[config.mk]
export PLATFORM = sky130hd
export DESIGN_NAME = sas_spec_ctl
export DESIGN_NICKNAME = d
export VERILOG_FILES = /design/src/hdl/sas_pkg.sv /design/src/hdl/sas_attr_lookup.sv /design/src/hdl/sas_spec_budget.sv /design/src/hdl/sas_spec_ctl.sv
export VERILOG_INCLUDE_DIRS = /design/src /design/src/hdl
export SDC_FILE = /design/constraint.sdc
export NUM_CORES = 1
export LEC_CHECK = 0
export ABC_CLOCK_PERIOD_IN_PS = 4500
export BUFFER_PORTS_ARGS = -buffer_cell sky130_fd_sc_hd__buf_2
export CORE_MARGIN = 2
export CORE_UTILIZATION = 30
export DETAILED_ROUTE_END_ITERATION = 8
export HOLD_SLACK_MARGIN = 0.03
export PLACE_DENSITY = 0.63
export SKIP_CTS_REPAIR_TIMING = 1
export SLEW_MARGIN = 20
export SYNTH_ARGS = -nofsm -noshare
export SYNTH_HDL_FRONTEND = slang
export SYNTH_SLANG_ARGS = --single-unit
[constraint.sdc]
create_clock -name clk -period 4.5 [get_ports clk]
set_input_delay 0.45 -clock clk [delete_from_list [all_inputs] [get_ports clk]]
set_output_delay 0.45 -clock clk [all_outputs]
set_load 0.05 [all_outputs]
[src/hdl/sas_params.svh]
`ifndef SAS_PARAMS_SVH
`define SAS_PARAMS_SVH

// Speculative fetch budget after a prediction
`define SAS_CACHED_SPEC_MAX   5
`define SAS_UNCACHED_SPEC_MAX 2
`define SAS_SPEC_CNT_W        3

// Region select: five top address bits, 128 MB each
`define SAS_REGION_MSB        31
`define SAS_REGION_LSB        27

// Real-mode physical page of 1 KB
`define SAS_PAGE_LSB          10

// Outstanding count/return register updates
`define SAS_PEND_W            4

// Reset value of control flops
`define SAS_RESET_BIT         1'b0

`endif

[src/hdl/sas_pkg.sv]
package sas_pkg;

    typedef enum logic [1:0] {
        SAS_FETCH = 2'b00,
        SAS_LOAD  = 2'b01,
        SAS_STORE = 2'b10
    } sas_kind_t;

    typedef enum logic [1:0] {
        SAS_ST_IDLE = 2'b00,
        SAS_ST_LOOK = 2'b01,
        SAS_ST_HOLD = 2'b10
    } sas_state_t;

    // Translation entry attribute fields
    typedef struct packed {
        logic write_through;
        logic cache_inhibit;
        logic coherent;
        logic guarded;
        logic custom_tag;
        logic little_endian;
        logic executable;
    } sas_tlb_t;

    // Real-mode storage-attribute control registers, bit n = region n
    typedef struct packed {
        logic [31:0] write_through_reg;
        logic [31:0] data_cacheability_reg;
        logic [31:0] instr_cacheability_reg;
        logic [31:0] real_mode_fence_register;
        logic [31:0] custom_tag_reg;
        logic [31:0] byte_order_reg;
    } sas_real_regs_t;

    // Resolved attribute set for one access
    typedef struct packed {
        logic write_through;
        logic cacheable;
        logic fenced;
        logic custom_tag;
        logic little_endian;
        logic no_exec;
    } sas_attr_t;

    typedef struct packed {
        logic [31:0] addr;
        sas_kind_t   kind;
        sas_attr_t   attr;
        logic        use_cache;
        logic        use_memory;
        logic        allocate;
    } sas_issue_t;

endpackage

[src/hdl/sas_attr_lookup.sv]
`timescale 1ns/1ps
`include "sas_params.svh"

module sas_attr_lookup
    import sas_pkg::*;
(
    input  wire logic           clk,
    input  wire logic           rst_n,
    input  wire logic           load,
    input  wire logic           relocation,
    input  wire logic [31:0]    addr,
    input  wire sas_kind_t      kind,
    input  wire sas_tlb_t       tlb_entry,
    input  wire sas_real_regs_t rm_regs,
    output sas_attr_t           attr_q
);

    function automatic logic region_bit(input logic [31:0] r, input logic [31:0] a);
        region_bit = r[a[`SAS_REGION_MSB:`SAS_REGION_LSB]];
    endfunction

    sas_attr_t attr_d;
    logic      rm_cache;

    always_comb begin
        rm_cache = (kind == SAS_FETCH) ? region_bit(rm_regs.instr_cacheability_reg, addr)
                                       : region_bit(rm_regs.data_cacheability_reg, addr);
        if (relocation) begin
            attr_d.write_through = tlb_entry.write_through;
            attr_d.cacheable     = ~tlb_entry.cache_inhibit;
            attr_d.fenced        = tlb_entry.guarded;
            attr_d.custom_tag    = tlb_entry.custom_tag;
            attr_d.little_endian = tlb_entry.little_endian;
            attr_d.no_exec       = ~tlb_entry.executable;
        end else begin
            attr_d.write_through = region_bit(rm_regs.write_through_reg, addr);
            attr_d.cacheable     = rm_cache;
            attr_d.fenced        = region_bit(rm_regs.real_mode_fence_register, addr);
            attr_d.custom_tag    = region_bit(rm_regs.custom_tag_reg, addr);
            attr_d.little_endian = region_bit(rm_regs.byte_order_reg, addr);
            attr_d.no_exec       = `SAS_RESET_BIT;
        end
    end

    // Coherence field is never looked at
    always_ff @(posedge clk or negedge rst_n) begin
        if (!rst_n) begin
            attr_q <= '0;
        end else if (load) begin
            attr_q <= attr_d;
        end
    end

endmodule

[src/hdl/sas_spec_budget.sv]
`timescale 1ns/1ps
`include "sas_params.svh"

module sas_spec_budget #(
    parameter int CNT_W = `SAS_SPEC_CNT_W
) (
    input  wire logic clk,
    input  wire logic rst_n,
    input  wire logic clear,
    input  wire logic fetch_strobe,
    input  wire logic cacheable,
    output logic      allow
);

    logic [CNT_W-1:0] cnt_q;
    logic [CNT_W-1:0] limit;

    assign limit = cacheable ? CNT_W'(`SAS_CACHED_SPEC_MAX) : CNT_W'(`SAS_UNCACHED_SPEC_MAX);
    assign allow = (cnt_q < limit);

    always_ff @(posedge clk or negedge rst_n) begin
        if (!rst_n) begin
            cnt_q <= '0;
        end else if (clear) begin
            cnt_q <= '0;
        end else if (fetch_strobe && allow) begin
            cnt_q <= cnt_q + CNT_W'(1);
        end
    end

endmodule

[src/hdl/sas_spec_ctl.sv]
`timescale 1ns/1ps
`include "sas_params.svh"

//
// Operation
// Data loads never issued speculatively; the code issues speculative load hits and holds only speculative load misses
// Speculative fetch budget: five cached, two uncached
// Count/return branch waits older register updates
// Fenced access held until no longer speculative
// Fence from real register or translation entry
// Fenced cached load may proceed speculatively
// Real-mode fenced fetch: cached or adjacent page
// Virtual fenced/no-execute fetch raises storage interrupt; the code raises it only on a cache miss and issues a hit
// Unconditional branch stops sequential fetch, redirects
// System call and return are not breaks
// Pending count write blocks count-branch fetching
// Trap execution suppresses speculative prefetch
// Write-back: hit updates line, miss allocates
// Write-through: hit both, miss memory only
// Virtual mode: bypass attribute one means uncached
// Real mode: cacheability register one enables caching
// Software avoids cached targets marked bypass
// Coherence attribute has no effect
// Attributes from entry or real-mode registers
// Five attributes: policy, bypass, fence, tag, order
// Fence clear allows speculative access; the code still holds unfenced speculative load misses and stores
// Fence set blocks prefetch and speculative loads
// Byte order: zero big, one little
// Tagged store with enable raises data interrupt
// Each register bit covers one 128 MB region
// One resolved attribute set before issue
module sas_spec_ctl
    import sas_pkg::*;
#(
    parameter int PEND_W = `SAS_PEND_W
) (
    input  wire logic           clk,
    input  wire logic           resetn,
    input  wire logic           instruction_relocation_flag,
    input  wire sas_real_regs_t rm_regs,
    input  wire sas_tlb_t       tlb_entry,
    input  wire logic           custom_tag_store_exc_enable,
    input  wire logic           req_valid,
    input  wire sas_kind_t      req_kind,
    input  wire logic [31:0]    req_addr,
    input  wire logic           req_speculative,
    input  wire logic           req_cache_hit,
    input  wire logic           req_seq_needed,
    input  wire logic [31:0]    prev_instr_addr,
    input  wire logic           uncond_branch_fetched,
    input  wire logic           branch_target_fetched,
    input  wire logic           spec_fetch_strobe,
    input  wire logic           spec_fetch_cacheable,
    input  wire logic           branch_resolved,
    input  wire logic           ctr_branch_predicted,
    input  wire logic           lr_branch_predicted,
    input  wire logic           ctr_write_issue,
    input  wire logic           ctr_write_done,
    input  wire logic           lr_write_issue,
    input  wire logic           lr_write_done,
    input  wire logic           conditional_trap_instr,
    output logic                req_ready,
    output logic                issue_valid,
    output sas_issue_t          issue,
    output logic                instr_storage_irq,
    output logic                data_storage_irq,
    output logic                spec_fetch_allow,
    output logic                seq_fetch_stop,
    output logic                fetch_redirect
);

    function automatic logic adjacent_page(input logic [31:0] cur, input logic [31:0] prev);
        logic [31-`SAS_PAGE_LSB:0] cp;
        logic [31-`SAS_PAGE_LSB:0] pp;
        cp = cur[31:`SAS_PAGE_LSB];
        pp = prev[31:`SAS_PAGE_LSB];
        adjacent_page = (cp == pp) || (cp == pp + 1'b1);
    endfunction

    function automatic logic [PEND_W-1:0] pend_next(input logic [PEND_W-1:0] c,
                                                      input logic inc,
                                                      input logic dec);
        pend_next = c;
        if (inc && !dec) begin
            pend_next = c + PEND_W'(1);
        end else if (dec && !inc && (c != '0)) begin
            pend_next = c - PEND_W'(1);
        end
    endfunction

    logic [1:0] rst_sync_q;
    logic       rst_n;

    always_ff @(posedge clk or negedge resetn) begin
        if (!resetn) begin
            rst_sync_q <= 2'b00;
        end else begin
            rst_sync_q <= {rst_sync_q[0], 1'b1};
        end
    end

    assign rst_n = rst_sync_q[1];

    // Speculative fetch gating
    logic [PEND_W-1:0] ctr_pend_q;
    logic [PEND_W-1:0] lr_pend_q;
    logic              budget_ok;
    logic              allow_d;
    logic              seq_stop_q;

    always_ff @(posedge clk or negedge rst_n) begin
        if (!rst_n) begin
            ctr_pend_q <= '0;
            lr_pend_q  <= '0;
        end else begin
            ctr_pend_q <= pend_next(ctr_pend_q, ctr_write_issue, ctr_write_done);
            lr_pend_q  <= pend_next(lr_pend_q, lr_write_issue, lr_write_done);
        end
    end

    sas_spec_budget #(
        .CNT_W (`SAS_SPEC_CNT_W)
    ) u_budget (
        .clk          (clk),
        .rst_n        (rst_n),
        .clear        (branch_resolved),
        .fetch_strobe (spec_fetch_strobe),
        .cacheable    (spec_fetch_cacheable),
        .allow        (budget_ok)
    );

    always_comb begin
        allow_d = budget_ok;
        if (ctr_branch_predicted && (ctr_pend_q != '0)) begin
            allow_d = 1'b0; // see
        end
        if (lr_branch_predicted && (lr_pend_q != '0)) begin
            allow_d = 1'b0;
        end
        if (conditional_trap_instr) begin
            allow_d = 1'b0;
        end
        if (seq_stop_q || uncond_branch_fetched) begin
            allow_d = 1'b0;
        end
    end

    // Only unconditional branches stop sequential fetch; call and return do not
    always_ff @(posedge clk or negedge rst_n) begin
        if (!rst_n) begin
            seq_stop_q     <= `SAS_RESET_BIT;
            fetch_redirect <= `SAS_RESET_BIT;
        end else begin
            fetch_redirect <= uncond_branch_fetched;
            if (uncond_branch_fetched) begin
                seq_stop_q <= 1'b1;
            end else if (branch_target_fetched) begin
                seq_stop_q <= 1'b0;
            end
        end
    end

    always_ff @(posedge clk or negedge rst_n) begin
        if (!rst_n) begin
            spec_fetch_allow <= `SAS_RESET_BIT;
            seq_fetch_stop   <= `SAS_RESET_BIT;
        end else begin
            spec_fetch_allow <= allow_d;
            seq_fetch_stop   <= seq_stop_q || uncond_branch_fetched;
        end
    end

    // Access sequencing
    sas_state_t  state_q;
    sas_state_t  state_d;
    logic        take;
    logic [31:0] addr_q;
    sas_kind_t   kind_q;
    logic        hit_q;
    logic        seq_q;
    logic [31:0] prev_q;
    sas_attr_t   attr;

    assign take = (state_q == SAS_ST_IDLE) && req_valid && req_ready;

    always_ff @(posedge clk or negedge rst_n) begin
        if (!rst_n) begin
            addr_q <= '0;
            kind_q <= SAS_FETCH;
            hit_q  <= 1'b0;
            seq_q  <= 1'b0;
            prev_q <= '0;
        end else if (take) begin
            addr_q <= req_addr;
            kind_q <= req_kind;
            hit_q  <= req_cache_hit;
            seq_q  <= req_seq_needed;
            prev_q <= prev_instr_addr;
        end
    end

    sas_attr_lookup u_lookup (
        .clk        (clk),
        .rst_n      (rst_n),
        .load       (take),
        .relocation (instruction_relocation_flag),
        .addr       (req_addr),
        .kind       (req_kind),
        .tlb_entry  (tlb_entry),
        .rm_regs    (rm_regs),
        .attr_q     (attr)
    );

    logic virt_q;

    always_ff @(posedge clk or negedge rst_n) begin
        if (!rst_n) begin
            virt_q <= 1'b0;
        end else if (take) begin
            virt_q <= instruction_relocation_flag;
        end
    end

    // Decision on the resolved attributes
    logic       blocked;
    logic       isi_d;
    logic       dsi_d;
    logic       go_d;
    sas_issue_t issue_d;

    always_comb begin
        blocked = 1'b0;
        isi_d   = 1'b0;
        dsi_d   = 1'b0;
        case (kind_q)
            SAS_FETCH: begin
                if (virt_q && (attr.fenced || attr.no_exec) && !hit_q) begin
                    isi_d = 1'b1;
                end else if (attr.fenced && req_speculative && !hit_q) begin
                    blocked = !(!virt_q && seq_q && adjacent_page(addr_q, prev_q));
                end else if (req_speculative && !spec_fetch_allow) begin
                    blocked = 1'b1; // see
                end
            end
            SAS_LOAD: begin
                blocked = req_speculative && !hit_q; // see see
            end
            SAS_STORE: begin
                if (attr.custom_tag && custom_tag_store_exc_enable) begin
                    dsi_d = 1'b1;
                end else begin
                    blocked = req_speculative;
                end
            end
            default: begin
                blocked = 1'b0;
            end
        endcase
        // The unfenced override below covers speculative fetches only, not loads or stores
        if (!attr.fenced && (kind_q == SAS_FETCH) && !isi_d && spec_fetch_allow) begin
            blocked = 1'b0;
        end
        go_d = !blocked && !isi_d && !dsi_d;
    end

    always_comb begin
        issue_d.addr       = addr_q;
        issue_d.kind       = kind_q;
        issue_d.attr       = attr; // see see
        issue_d.use_cache  = attr.cacheable;
        issue_d.use_memory = !attr.cacheable; // see
        issue_d.allocate   = 1'b0;
        if ((kind_q == SAS_STORE) && attr.cacheable) begin
            if (attr.write_through) begin
                issue_d.use_cache  = hit_q;
                issue_d.use_memory = 1'b1;
                issue_d.allocate   = 1'b0;
            end else begin
                issue_d.use_cache  = 1'b1;
                issue_d.use_memory = 1'b0;
                issue_d.allocate   = !hit_q;
            end
        end else if (attr.cacheable) begin
            issue_d.allocate = !hit_q;
        end
    end

    always_comb begin
        state_d = state_q;
        case (state_q)
            SAS_ST_IDLE: begin
                if (take) begin
                    state_d = SAS_ST_LOOK;
                end
            end
            SAS_ST_LOOK,
            SAS_ST_HOLD: begin
                state_d = blocked ? SAS_ST_HOLD : SAS_ST_IDLE;
            end
            default: begin
                state_d = SAS_ST_IDLE;
            end
        endcase
    end

    always_ff @(posedge clk or negedge rst_n) begin
        if (!rst_n) begin
            state_q   <= SAS_ST_IDLE;
            req_ready <= `SAS_RESET_BIT;
        end else begin
            state_q   <= state_d;
            req_ready <= (state_d == SAS_ST_IDLE);
        end
    end

    logic decide;

    assign decide = (state_q == SAS_ST_LOOK) || (state_q == SAS_ST_HOLD);

    always_ff @(posedge clk or negedge rst_n) begin
        if (!rst_n) begin
            issue_valid       <= `SAS_RESET_BIT;
            issue             <= '0;
            instr_storage_irq <= `SAS_RESET_BIT;
            data_storage_irq  <= `SAS_RESET_BIT;
        end else begin
            issue_valid       <= decide && go_d;
            instr_storage_irq <= decide && isi_d;
            data_storage_irq  <= decide && dsi_d;
            if (decide && go_d) begin
                issue <= issue_d;
            end
        end
    end

endmodule

==> results of run 1 <==
worst max-delay path: stages (launching register included):
cell and delay (ns):
dfrtp_1 0.47, ha_1 0.31, nand3_1 0.26, or4_4 0.48
a2111oi_2 0.36, nand4_1 0.12, or4_2 0.61, buf_4 0.34
o311a_1 0.44, a311oi_1 0.24
flip-flops by register name (all words and copies together) (netlist names):
| signal | flops |
|---|---|
| u_budget.cnt_q | 3 |
| u_lookup.attr_q | 6 |
| hit_q | 1 |
| seq_fetch_stop | 1 |
| addr_q | 32 |
| state_q | 2 |
| ctr_pend_q | 4 |
| prev_q | 22 |
| instr_storage_irq | 1 |
| kind_q | 2 |
| seq_q | 1 |
| spec_fetch_allow | 1 |
| lr_pend_q | 4 |
| issue | 43 |
| fetch_redirect | 1 |
| issue_valid | 1 |
| rst_sync_q | 2 |
| seq_stop_q | 1 |
| virt_q | 1 |
| data_storage_irq | 1 |
| req_ready | 1 |
synthesized netlist by cell type (all sizes together), types with 4 or more instances:
library cell  count
nor2             19
a31o             41
and3              4
o211a            41
nand3            11
nand2b            5
o211ai            4
inv              13
nor2b             5
nand2            29
clkbuf           41
mux4             60
mux2i             6
xnor2            23
xor2             10
a21oi            18
mux2             64
o21ai            13
and2              4
dfrtp           131
a31oi             4
nand4            13
buf               9
ha               10
nor3              4
or4               7
o31ai             5
kinds of logic (layout without fill, tap and decap cells):
kind of cell / count (synthesis) / after routing / synth area share
and+or+nand+nor: 120 / 120 / 0.0834
muxes: 130 / 130 / 0.265
DFF: 131 / 131 / 0.408
buffers and inverters: 63 / 375 / 0.0336
AOI/OAI and AO/OA: 150 / 150 / 0.153
adders and majority gates: 12 / 12 / 0.0205
other: 1 / 4 / 0.000466
xor gates and xnor gates: 33 / 33 / 0.0359
report_power, final:
| group | internal (mW) | total, mW | switching (mW) |
|---|---|---|---|
| clock | 0.889 | 1.46 | 0.568 |
| sequential | 1.73 | 2.29 | 0.559 |
| combinational | 1.45 | 3.43 | 1.98 |
layout by cell type, fill, tap and decap left out, types with 4 or more instances in the layout:
master / count
xor2_1: 10
dfrtp_1: 130
inv_6: 4
o31ai_1: 4
nand2_1: 29
buf_4: 7
a31o_1: 38
xnor2_1: 23
o21ai_0: 13
ha_1: 10
inv_1: 13
nor3_1: 4
nor2b_1: 5
o211a_1: 41
o211ai_1: 4
mux2_2: 64
or4_1: 5
a21oi_1: 18
and3_1: 4
clkbuf_16: 17
a31oi_1: 4
buf_2: 321
mux4_2: 60
nand2b_1: 5
and2_1: 4
nand3_1: 9
mux2i_1: 6
nand4_1: 12
nor2_1: 19
area by class of cell:
cell class | count | area (µm²) | share of cell area
clock buffers | 17 | 425 | 0.0402
clock inverters | 15 | 195 | 0.0184
multi-input cells | 446 | 4510 | 0.427
diodes | 3 | 7.51 | 0.000710
flip-flops and latches | 131 | 3280 | 0.310
well taps | 335 | 419 | 0.0396
repair buffers | 330 | 1690 | 0.160
inverters | 13 | 48.8 | 0.00461
per-stage QoR:
stage | instances | power [mW] | worst slack [ns] | area (µm²)
after floorplan | 640 | 4.82 | 0.580 | 8040
after global placement | 1254 | 5.68 | 0.800 | 9940
after detailed placement | 1254 | 5.75 | 0.799 | 9940
after CTS | 1286 | 7.23 | 0.781 | 10600
after global routing | 1288 | 7.67 | 0.578 | 10600
final | 1290 | 7.17 | 0.775 | 10600
metal layers:
metal	up-vias	share of wire	global-route usage
met2	245	0.44	0.272
met4	0	0.018	0.0514
met1	3358	0.46	0.270
met3	24	0.073	0.0596
met5	-	0	0
li1	3119	-	-
final timing paths:
check,start,end,slack [ns],depth (start not counted)
worst max-delay path,prev_q[11],req_ready,0.78,9
worst min-delay path,uncond_branch_fetched,fetch_redirect,0.17,1
worst max register to register,prev_q[11],req_ready,0.78,9
worst min register to register,rst_sync_q[0],rst_sync_q[1],0.36,0
max in group asynchronous,rst_sync_q[1],ctr_pend_q[1],3.22,1
min in group asynchronous,resetn,rst_sync_q[1],0.35,2
==> flow_summary.json, run 1 <==
{
  "status": "finished clean",
  "grt_pass1_vias": 6948,
  "synth_cell_types": 59,
  "rows": 59,
  "drt_wl_total_um": 25700,
  "gr-total-overflow": 0,
  "cts_tree": "yes",
  "p_per_area_nw_per_um2": 678,
  "cts_buffer_depth": 2,
  "drv_cap": 0,
  "clockRootBuffer": "clkbuf_16",
  "yosys_warnings": 0,
  "netlist_area_um2": 8040,
  "fin_crit_ns": 3.72,
  "syn_inst": 640,
  "core_um2": 26200,
  "io_pins": 335,
  "fp.dieW_um": 168,
  "yosysSeqAreaShare": 0.408,
  "path_class": "reg2reg",
  "hold_viol_final": 0,
  "rsz0062_at_grt": "no",
  "grt_pass1_wl_um": 40700,
  "ctsHtreeMaxLevel": 4,
  "dieArea_um2": 28100,
  "clock_latency_ns": 0.42,
  "finalSetupViolCount": 0,
  "yosys_most_used_dff": "dfrtp_1",
  "async_flop_share": 1.00,
  "port-buffer-count": 323,
  "synth_top_area_frac": 0.408,
  "holdWs_ns": 0.174,
  "synth_fp_nets": 937,
  "drc": 0,
  "arrival_ns": 4.05,
  "maxClockFrequency_ghz": 0.268,
  "drv_slew": 0,
  "ir_drop_uv": 353,
  "min_period_over_period": 0.828,
  "cp-start-kind": "flop",
  "hpwl_um": 19700,
  "post_drt_wl_per_cell_um": 19.9,
  "cts_buffers": 17,
  "grt_start_max_net_pins": 73,
  "required_ns": 4.82,
  "clock_skew_ns": 0.0101,
  "filler_cell_count": 2558,
  "grtUsageTotal": 0.188,
  "path_clk_slew_ns": 0.07,
  "final_util": 0.404,
  "routabilityCongestion": 0.867,
  "areaGrowthSynthToFinish_pct": 31.6,
  "antenna_found_initial": 3,
  "yosys-top-cells-area": "dfrtp_1 41%, mux4_2 17%, mux2_2 9.0%",
  "chipHeight_um": 168,
  "worst_setup_path_end_kind": "flop",
  "tightestPinTransition_ns": 1.03,
  "syn_avg_cell_area_um2": 12.6,
  "vias": 6746,
  "drt_iter0_drc": 411,
  "yosysTopAreaCell": "dfrtp_1",
  "worst-path-max-fanout": 43,
  "yosys_register_bits": 131,
  "cts.sink_count": 131,
  "nets": 1236,
  "finalSetupTns_ns": 0,
  "start_util": 0.307,
  "slew_headroom": 0.313,
  "layout-drive-gt1-share": 0.524,
  "drt_pass1_iterations": 4,
  "hold_class": "in2reg",
  "antenna_left": 0,
  "cellLeakagePower_nw": 4.97,
  "synth_edf_count": 0,
  "drt-vias-per-instance": 5.23
}
No activity file was read; power rests on OpenSTA's default activity.
==> run 2: changes to the inputs <==
--- a/config.mk
+++ b/config.mk
@@ -6,7 +6,7 @@
 export SDC_FILE = /design/constraint.sdc
 export NUM_CORES = 1
 export LEC_CHECK = 0
-export ABC_CLOCK_PERIOD_IN_PS = 4500
+export ABC_CLOCK_PERIOD_IN_PS = 3700
 export BUFFER_PORTS_ARGS = -buffer_cell sky130_fd_sc_hd__buf_2
 export CORE_MARGIN = 2
 export CORE_UTILIZATION = 30
==> constraint.sdc (replaced) <==
create_clock -name clk -period 3.7 [get_ports clk]
set_input_delay 0.37 -clock clk [delete_from_list [all_inputs] [get_ports clk]]
set_output_delay 0.37 -clock clk [all_outputs]
set_load 0.05 [all_outputs]
==> run 2 against run 1 <==
  * Register-to-register slack worse by 0.52 ns
  * Die area stayed put
  * Sequential share of layout area is 0.24 points lower
  * Sequential cell count stayed put
  * First-iteration DRC count is 13% higher
  * Clock power is 19% higher
  * Clock skew is 0.0094 ns higher
  * Global-route usage is 0.29 points higher
  * Fmax is 8.2% higher
  * Largest power group unchanged
==> flow_summary.json, run 2 (synthesized netlist as in run 1, its figures left out) <==
{
  "ir_drop_uv": 576,
  "chipHeight_um": 168,
  "seqCellArea_um2": 3280,
  "status": "finished clean",
  "dp_slack_ns": 0.254,
  "clockRootBuffer": "clkbuf_16",
  "cp-start-kind": "flop",
  "io_pins": 335,
  "hold_viol_final": 0,
  "finalSetupTns_ns": 0,
  "final_cell_mix": "322 x buf_2, 130 x dfrtp_1, 64 x mux2_2",
  "worst-path-max-fanout": 28,
  "r2r_start": "prev_q[11]",
  "areaGrowthSynthToFinish_pct": 32.6,
  "antenna_found_initial": 1,
  "largest_reg_flops": 43,
  "post_drt_wl_per_cell_um": 20.2,
  "grt_pass1_wl_um": 41400,
  "worst_setup_path_end_kind": "flop",
  "r2r_cells": 9,
  "min_period_over_period": 0.931,
  "cellLeakagePower_nw": 5.02,
  "clock_latency_ns": 0.43,
  "hold_class": "in2reg",
  "cts_tree": "yes",
  "finalSetupViolCount": 0,
  "grt_pass1_vias": 7059,
  "tightestPinTransition_ns": 0.651,
  "fin_crit_ns": 3.44,
  "hold_path_end": "fetch_redirect",
  "layout_commonest_cell": "buf_2",
  "drc": 0,
  "p_per_area_nw_per_um2": 821,
  "slew_headroom": 0.566,
  "cts_buffers": 17,
  "hpwl_um": 20600,
  "required_ns": 4.00,
  "arrival_ns": 3.75,
  "rows": 59,
  "r2r_end": "issue[16]",
  "hold_start": "uncond_branch_fetched",
  "maxClockFrequency_ghz": 0.290,
  "routabilityCongestion": 0.874,
  "top_regs": "issue (43), addr_q (32), prev_q (22)",
  "whs_path_depth": 1,
  "port-buffer-count": 323,
  "gr-total-overflow": 0,
  "regMostFlops": "issue",
  "clock_skew_ns": 0.0195,
  "worst_slack_ns": 0.257,
  "path_class": "reg2reg",
  "layout-drive-gt1-share": 0.526,
  "filler_cell_count": 2524,
  "antenna_left": 0,
  "vias": 6821,
  "grtUsageTotal": 0.191,
  "ctsHtreeMaxLevel": 4,
  "rsz0062_at_grt": "no",
  "dieArea_um2": 28100,
  "cts_buffer_depth": 2,
  "multi_input_area_um2": 4510,
  "start_util": 0.307,
  "rrSetupSlack_ns": 0.26,
  "drt_iter0_drc": 465,
  "core_um2": 26200,
  "drt-vias-per-instance": 5.25,
  "fp.dieW_um": 168,
  "drv_cap": 0,
  "nets": 1247,
  "grt_start_max_net_pins": 63,
  "drt_wl_total_um": 26200,
  "drt_pass1_iterations": 4,
  "drv_slew": 0,
  "path_clk_slew_ns": 0.06,
  "cts.sink_count": 131
}
[run 2: cell types whose count changed in the layout (fill, tap and decap cells not counted), sizes merged]
cell,previous run,this run
buf,329,340
clkbuf,17,21
clkinv,2,4
clkinvlp,3,2
diode,3,1
inv,20,15
[run 2: critical path: stages (launching register included)]
cell and delay (ns):
dfrtp_1 0.49, ha_1 0.31, nand3_1 0.13, or4_4 0.43, a2111oi_2 0.37, nand4_1 0.12, or4_2 0.72, buf_4 0.32
o211a_1 0.25, a31o_1 0.19
[run 2: power by group]
part / switching, mW / leakage (nW) / total (mW) / internal, mW
logic: 2.43 / 3.14 / 4.24 / 1.81
registers: 0.683 / 1.59 / 2.79 / 2.10
clock network: 0.652 / 0.288 / 1.74 / 1.08
[run 2: per-stage QoR]
| stage | std cells | utilization | power (mW) | hold slack (ns) | instance area [µm²] |
|---|---|---|---|---|---|
| floorplan | 640 | - | 5.86 | 0.0744 | 8040 |
| global placement | 1265 | 0.383 | 6.98 | 0.155 | 10000 |
| detailed placement | 1265 | 0.383 | 7.08 | 0.156 | 10000 |
| CTS | 1297 | 0.406 | 8.84 | -0.306 | 10700 |
| global route | 1299 | 0.407 | 9.35 | 0.0716 | 10700 |
| finish | 1299 | 0.407 | 8.76 | 0.0827 | 10700 |
[run 2: layout make-up]
| type | instances | share of cell area |
|---|---|---|
| Multi-Input combinational cell | 446 | 0.423 |
| Sequential cell | 131 | 0.308 |
| Timing Repair Buffer | 341 | 0.168 |
| Clock buffer | 21 | 0.0422 |
| Tap cell | 335 | 0.0393 |
| Clock inverter | 11 | 0.0144 |
| Inverter | 13 | 0.00458 |
| Antenna cell | 1 | 0.000235 |
[run 2: metal layers]
layer	up-vias	share of wire	global-route usage
met4	0	0.018	0.0560
met3	31	0.052	0.0321
met2	260	0.45	0.289
met1	3396	0.48	0.280
li1	3134	-	-
met5	-	0	0
[run 2: how the worst max path moves through the flow]
| stage | from | endpoint | slack (ns) | cells past startpoint |
|---|---|---|---|---|
| global placement | prev_q[11] | issue[1] | 0.32 | 9 |
| finish | prev_q[11] | issue[16] | 0.26 | 9 |
| floorplan | prev_q[11] | issue[1] | 0.61 | 10 |
| CTS | prev_q[11] | issue[20] | 0.25 | 9 |
| detailed placement | prev_q[11] | issue[16] | 0.25 | 9 |
| global route | prev_q[11] | issue[1] | 0.04 | 10 |
